**src/reset_cause_pkg.sv**
```systemverilog
package reset_cause_pkg;

   // Register bus geometry
   localparam int ADDR_W = 8;
   localparam int DATA_W = 8;

   // Register offsets
   localparam logic [7:0] STATUS_OFS = 8'h00;
   localparam logic [7:0] POWER_CONTROL_FLAGS_0_OFS  = 8'h01;
   localparam logic [7:0] POWER_CONTROL_FLAGS_1_OFS  = 8'h02;
   localparam logic [7:0] CTRL_OFS   = 8'h03;

   // Field positions in power_control_flags_0
   localparam int OVF_BIT = 7;
   localparam int UNF_BIT = 6;
   localparam int WIN_BIT = 5;
   localparam int WDT_BIT = 4;
   localparam int PIN_BIT = 3;
   localparam int RI_BIT  = 2;
   localparam int POR_BIT = 1;
   localparam int BOR_BIT = 0;

   // Field positions elsewhere
   localparam int EXEC_VIOLATION_FLAG_BIT   = 1;
   localparam int TO_BIT     = 4;
   localparam int PD_BIT     = 3;
   localparam int STK_EN_BIT = 0;

   // Reset values
   localparam logic [7:0] POWER_CONTROL_FLAGS_0_POR  = 8'h3C;
   localparam logic       EXEC_VIOLATION_FLAG_POR   = 1'h1;
   localparam logic       STK_EN_POR = 1'h1;

   // Brown-out image: stack flags low, four flags high, brown-out low
   localparam logic [7:0] POWER_CONTROL_FLAGS_0_BOR_SET = 8'h3C;
   localparam logic [7:0] POWER_CONTROL_FLAGS_0_BOR_KEEP = 8'h02;

   // Program counter targets
   localparam int         PC_BITS    = 15;
   localparam logic [14:0] RESET_VEC = 15'h0000;
   localparam logic [14:0] IRQ_VEC   = 15'h0004;

endpackage

```
**src/reset_cause_flags.sv**
```systemverilog
// The register offsets and the strobed register port were chosen for this implementation.
`timescale 1ns/10ps
module reset_cause_flags
   import reset_cause_pkg::*;
#(
   parameter int PC_W = PC_BITS
) (
   input  wire logic              clock,
   input  wire logic              rst,
   input  wire logic [ADDR_W-1:0] addr,
   input  wire logic [DATA_W-1:0] wdata,
   input  wire logic              wr_en,
   input  wire logic              rd_en,
   output logic      [DATA_W-1:0] rdata,
   input  wire logic              master_clear_pin_n,
   input  wire logic              brownout_req,
   input  wire logic              low_power_brownout_req,
   input  wire logic              wdt_timeout,
   input  wire logic              window_violation,
   input  wire logic              reset_instr,
   input  wire logic              stack_overflow,
   input  wire logic              stack_underflow,
   input  wire logic              exec_violation,
   input  wire logic              irq_wake,
   input  wire logic              sleeping,
   input  wire logic              global_interrupt_enable,
   input  wire logic              instr_done,
   input  wire logic [PC_W-1:0]   pc_in,
   output logic                   timeout_status,
   output logic                   powerdown_status,
   output logic                   core_reset,
   output logic                   pc_load,
   output logic      [PC_W-1:0]   pc_value,
   output logic                   push_return
);

   typedef struct packed {
      logic [2:0]        pin_sync;
      logic              pin_level;
      logic [7:0]        power_control_flags_0;
      logic              exec_violation_flag;
      logic              to;
      logic              pd;
      logic              stk_en;
      logic [DATA_W-1:0] rdata;
      logic              core_reset;
      logic              pc_load;
      logic [PC_W-1:0]   pc_value;
      logic              push_return;
      logic              vector_pending;
   } state_t;

   state_t s;
   state_t n;

   // Prioritised cause decode, one cause per cycle
   logic pin_fall;
   logic ev_bor;
   logic ev_exec_violation_flag;
   logic ev_pin;
   logic ev_wdt_wake;
   logic ev_wdt;
   logic ev_win;
   logic ev_ri;
   logic ev_ovf;
   logic ev_unf;
   logic ev_irq;
   logic ev_any;

   // Pin filter: a level counts once second and third stage agree
   // A one-cycle glitch on the pin never reaches the decode below
   assign pin_fall = s.pin_level & ~s.pin_sync[2] & ~s.pin_sync[1];

   // Brown-out outranks all, it means the supply is not trustworthy
   assign ev_bor      = brownout_req | low_power_brownout_req;
   assign ev_exec_violation_flag     = ~ev_bor & exec_violation;
   assign ev_pin      = ~ev_bor & ~exec_violation & pin_fall;
   assign ev_wdt_wake = ~ev_bor & ~exec_violation & ~pin_fall
                        & wdt_timeout & sleeping;
   assign ev_wdt      = ~ev_bor & ~exec_violation & ~pin_fall
                        & wdt_timeout & ~sleeping;
   assign ev_win      = ~ev_bor & ~exec_violation & ~pin_fall
                        & ~wdt_timeout & window_violation;
   assign ev_ri       = ~ev_bor & ~exec_violation & ~pin_fall
                        & ~wdt_timeout & ~window_violation & reset_instr;
   assign ev_ovf      = ~ev_bor & ~exec_violation & ~pin_fall
                        & ~wdt_timeout & ~window_violation & ~reset_instr
                        & stack_overflow & s.stk_en;
   assign ev_unf      = ~ev_bor & ~exec_violation & ~pin_fall
                        & ~wdt_timeout & ~window_violation & ~reset_instr
                        & ~(stack_overflow & s.stk_en)
                        & stack_underflow & s.stk_en;
   assign ev_irq      = ~ev_bor & ~exec_violation & ~pin_fall
                        & ~wdt_timeout & ~window_violation & ~reset_instr
                        & ~(stack_overflow & s.stk_en)
                        & ~(stack_underflow & s.stk_en)
                        & irq_wake & sleeping;
   assign ev_any      = ev_bor | ev_exec_violation_flag | ev_pin | ev_wdt_wake | ev_wdt
                        | ev_win | ev_ri | ev_ovf | ev_unf | ev_irq;

   // Next state: bus first, then hardware causes so that a hardware cause wins over a write
   always_comb begin
      n = s;
      n.core_reset  = 1'b0;
      n.pc_load     = 1'b0;
      n.push_return = 1'b0;
      n.rdata       = '0;
      n.pin_sync    = {s.pin_sync[1:0], master_clear_pin_n};
      if (s.pin_sync[1] == s.pin_sync[2]) begin
         n.pin_level = s.pin_sync[2];
      end

      // Register writes; status bits are not writable
      if (wr_en) begin
         case (addr)
            POWER_CONTROL_FLAGS_0_OFS: n.power_control_flags_0 = wdata;
            POWER_CONTROL_FLAGS_1_OFS: n.exec_violation_flag = wdata[EXEC_VIOLATION_FLAG_BIT];
            CTRL_OFS:  n.stk_en = wdata[STK_EN_BIT];
            default:   n.stk_en = s.stk_en;
         endcase
      end

      // Register reads, unmapped offsets answer zero
      if (rd_en) begin
         case (addr)
            STATUS_OFS: begin
               n.rdata[TO_BIT] = s.to;
               n.rdata[PD_BIT] = s.pd;
            end
            POWER_CONTROL_FLAGS_0_OFS: n.rdata = s.power_control_flags_0;
            POWER_CONTROL_FLAGS_1_OFS: n.rdata[EXEC_VIOLATION_FLAG_BIT] = s.exec_violation_flag;
            CTRL_OFS:  n.rdata[STK_EN_BIT] = s.stk_en;
            default:   n.rdata = '0;
         endcase
      end

      // Interrupt vector once the instruction after wake-up retires
      if (s.vector_pending && instr_done) begin
         n.vector_pending = 1'b0;
         n.push_return    = 1'b1;
         n.pc_load        = 1'b1;
         n.pc_value       = PC_W'(IRQ_VEC);
      end

      // Only the causing flag is touched, except on brown-out, which loads its flag image and keeps only the power-on flag
      if (ev_bor) begin
         n.power_control_flags_0 = POWER_CONTROL_FLAGS_0_BOR_SET | (s.power_control_flags_0 & POWER_CONTROL_FLAGS_0_BOR_KEEP);
         n.to    = 1'b1;
         n.pd    = 1'b1;
      end else if (ev_exec_violation_flag) begin
         n.exec_violation_flag = 1'b0;
      end else if (ev_pin) begin
         n.power_control_flags_0[PIN_BIT] = 1'b0;
         if (sleeping) begin
            n.to = 1'b1;
            n.pd = 1'b0;
         end
      end else if (ev_wdt_wake) begin
         n.to = 1'b0;
         n.pd = 1'b0;
      end else if (ev_wdt) begin
         n.power_control_flags_0[WDT_BIT] = 1'b0;
         n.to             = 1'b0;
      end else if (ev_win) begin
         n.power_control_flags_0[WIN_BIT] = 1'b0;
      end else if (ev_ri) begin
         n.power_control_flags_0[RI_BIT] = 1'b0;
      end else if (ev_ovf) begin
         n.power_control_flags_0[OVF_BIT] = 1'b1;
      end else if (ev_unf) begin
         n.power_control_flags_0[UNF_BIT] = 1'b1;
      end else if (ev_irq) begin
         n.to = 1'b1;
         n.pd = 1'b0;
      end

      // Restart or resume; a real reset drops any pending vector
      if (ev_any && !ev_wdt_wake && !ev_irq) begin
         n.core_reset     = 1'b1;
         n.pc_load        = 1'b1;
         n.pc_value       = PC_W'(RESET_VEC);
         n.push_return    = 1'b0;
         n.vector_pending = 1'b0;
      end else if (ev_wdt_wake || ev_irq) begin
         n.pc_load        = 1'b1;
         n.pc_value       = PC_W'(pc_in + PC_W'(1));
         n.push_return    = 1'b0;
         n.vector_pending = ev_irq & global_interrupt_enable;
      end
   end

   // Power-on is the asynchronous reset; only it and a software write clear the power-on flag
   always_ff @(posedge clock or posedge rst) begin
      if (rst) begin
         // Fields not named below start at zero, pulses included
         s                <= '0;
         s.pin_sync       <= 3'h7;
         s.pin_level      <= 1'b1;
         s.power_control_flags_0          <= POWER_CONTROL_FLAGS_0_POR;
         s.exec_violation_flag           <= EXEC_VIOLATION_FLAG_POR;
         s.to             <= 1'b1;
         s.pd             <= 1'b1;
         s.stk_en         <= STK_EN_POR;
         s.pc_value       <= PC_W'(RESET_VEC);
      end else begin
         s <= n;
      end
   end

   // Outputs straight from the state register
   assign rdata            = s.rdata;
   assign timeout_status   = s.to;
   assign powerdown_status = s.pd;
   assign core_reset       = s.core_reset;
   assign pc_load          = s.pc_load;
   assign pc_value         = s.pc_value;
   assign push_return      = s.push_return;
endmodule

```
**config.mk**
```make
export PLATFORM = sky130hd
export DESIGN_NAME = reset_cause_flags
export DESIGN_NICKNAME = d
export VERILOG_FILES = /design/src/reset_cause_pkg.sv /design/src/reset_cause_flags.sv
export SDC_FILE = /design/constraint.sdc
export NUM_CORES = 1
export LEC_CHECK = 0
export ABC_AREA = 0
export BUFFER_PORTS_ARGS = -buffer_cell sky130_fd_sc_hd__buf_2
export CAP_MARGIN = 25
export CORE_MARGIN = 2
export CORE_UTILIZATION = 33
export DETAILED_ROUTE_END_ITERATION = 7
export SYNTH_ARGS = -nofsm -noshare
export SYNTH_HDL_FRONTEND = slang
export SYNTH_SLANG_ARGS = --single-unit
```
**constraint.sdc**
```tcl
create_clock -name clock -period 2.3 [get_ports clock]
set_clock_uncertainty 0.2 [all_clocks]
set_input_delay 0.575 -clock clock [delete_from_list [all_inputs] [get_ports clock]]
set_output_delay 0.575 -clock clock [all_outputs]
set_load 0.05 [all_outputs]
```
==> metrics.csv <==
metric;value;unit
synth_nets;268;
synth_common_cells;dfrtp_1, buf_4, nand2_1;
ctsHoldBuffers;0;
post_cts_resized;0;
rsz0062_at_grt;no;
crit_family;flip-flops;
groute.usage.overall;0.132;
hold_path_class;flop to flop;
cts_tree;done;
r2r_slack;0.42;ns
start_util;0.340;
synthArstFlopShare;1.00;
synth_top_area_share;0.338;
crit_slowest_cell;dfstp_2;
p_per_area;561;nW/um^2
combPwrFrac;0.109;
vias;1687;
drv_cap;0;
timing.final.crit_share;0.837;
fin_cells;360;
path_cells;buf_2;
placed_cells;352;
irDropWorstVdd;0.200;mV
tightest_slew;0.549;ns
clockRootBuffer;clkbuf_8;
start_kind;flop;
cp_max_fo;4;
via_per_inst;4.69;
status;finished clean;
hold_viol_final;0;
ys_types;48;
io_buffers;75;
antennaDiodeCount;0;
finalMaxSlewViolations;0;
std_cell_rows;30;
yosysSeqAreaShare;0.475;
ant_nets;0;
synth_edf_count;0;
internal_power;1160;uW
areaGrowthSynthToFinish;19.0;%
grt_max_degree;44;
grt_first_pass_wirelength;7800;um
worstSkewPairLatency;0.30;ns
regArea;1090;um^2
power_leakage;0.00133;uW
cts_setup_buffers;0;
syn_area;2300;um^2
arrival;1.15;ns
yosysMostFrequentCell;dfrtp_1;
period_needed;1.92;ns
synth_seq_cells;43;
multiInputGateArea;963;um^2
switchingPower;369;uW
wl_per_cell;13.2;um
grt_pass1_vias;1714;
hpwl;3680;um
crit_path_end_kind;output pin;
wirelength;4740;um
drc;0;
dieArea;7640;um^2
worstSetupPathType;flop to output pin;
finalSetupViolCount;0;
maxSlewHeadroom;0.634;
crit_buf_inv;1;
ios;76;
max_stage_delay;0.58;ns
h-tree-depth;2;
gp_congestion;0.848;
dr.pass1.iters;4;
synth_area_leaders;dfrtp_1, dfstp_2, buf_4;
synth_area_per_cell;10.5;um^2
required;1.52;ns
fp.dieW;87.4;um
drive_gt1_frac;0.457;
nets;328;
fp.coreArea;6760;um^2
synth_largest_area_cell;dfrtp_1;
n_fill_cell;698;
synth_cells;219;
cts_buffers;5;
clockBufferDepth;2;
fin_tns_setup;0;ns
synth_ff_type;dfrtp_1;
cts.sink_count;43;
synth_warnings;0;
switching_share;0.241;
antenna_found_initial;0;
clk_pin_slew;0.08;ns
drtIter0Drc;71;
pwr-share-clk;0.381;
overflow;0;
seqPwrFrac;0.510;
max_freq;520;MHz
die_h;87.4;um
==> flip-flops by register name, summed over array words and instances, names as in the netlist <==
name and flops:
core_reset 1, timeout_status 1, pc_value 15, pc_load 1
s 13, rdata 8, powerdown_status 1, n 2
push_return 1
==> layout make-up <==
class | instances | area share
Tap cell | 80 | 0.0366
Multi-Input combinational cell | 143 | 0.353
Sequential cell | 43 | 0.399
Inverter | 4 | 0.00549
Clock inverter | 2 | 0.0137
Timing Repair Buffer | 82 | 0.166
Clock buffer | 6 | 0.0266
==> cell usage in the layout (no fill, tap or decap), types with 2 or more instances in the layout <==
cell type and count:
clkbuf_8 5, a21oi_1 6, and3_1 4, nor3_1 2
nand4_1 4, xnor2_1 3, o21ai_2 9, nor2_1 7
and2_1 8, dfstp_2 12, o21ai_0 7, xor2_1 10
buf_4 5, o21ai_1 3, mux2_2 2, buf_12 2
mux2i_1 9, nor3b_1 3, nor2b_1 4, inv_1 2
and4_1 3, nand2_2 10, nand3_1 10, dfrtp_1 31
buf_2 75, nand2_1 19
==> per-stage QoR <==
stage               utilization  worst slack (ns)  hold WS (ns)  total power [uW]  cell area, um^2
detailed placement        0.388             0.107         0.149               966             2620
floorplan                     -             0.264         0.145               888             2300
global route              0.404             0.269         0.149              1600             2730
global placement          0.388             0.171         0.147               964             2620
finish                    0.404             0.376         0.160              1530             2730
CTS                       0.404             0.368         0.162              1560             2730
==> power groups by stage <==
stage	clock (uW)	combinational, uW	sequential, uW
global placement	0	169	795
detailed placement	0	170	796
global route	633	186	783
floorplan	0	88.0	800
CTS	604	171	782
finish	585	167	782
==> routing by layer <==
metal	global-route usage	vias up	share of wire
met5	0	-	0
li1	-	848	-
met3	0.0313	7	0.041
met2	0.222	37	0.49
met1	0.162	795	0.45
met4	0.0503	0	0.017
==> cell families (layout without fill, tap and decap cells) <==
logic type	count (synthesis)	count (layout)	synth area share
AOI/OAI and AO/OA	33	33	0.0953
buffers and inverters	33	94	0.106
DFF	43	43	0.475
and+or+nand+nor	83	83	0.211
adders and majority gates	2	2	0.00980
muxes	12	12	0.0539
xor gates and xnor gates	13	13	0.0496
==> path summary, 6_finish.rpt <==
path,cells after the start,end,from
worst max-delay path,1,timeout_status,timeout_status$_DFFE_PP1P_
worst min-delay path,0,n[42]$_DFF_PP1_,n[41]$_DFF_PP1_
worst max register to register,7,pc_value[13]$_DFFE_PP0P_,n[42]$_DFF_PP1_
worst min register to register,0,n[42]$_DFF_PP1_,n[41]$_DFF_PP1_
max in group asynchronous,3,s[34]$_DFF_PP1_,rst
min in group asynchronous,3,rdata[2]$_DFF_PP0_,rst
Note: power is estimated with default switching activity, not from simulation.
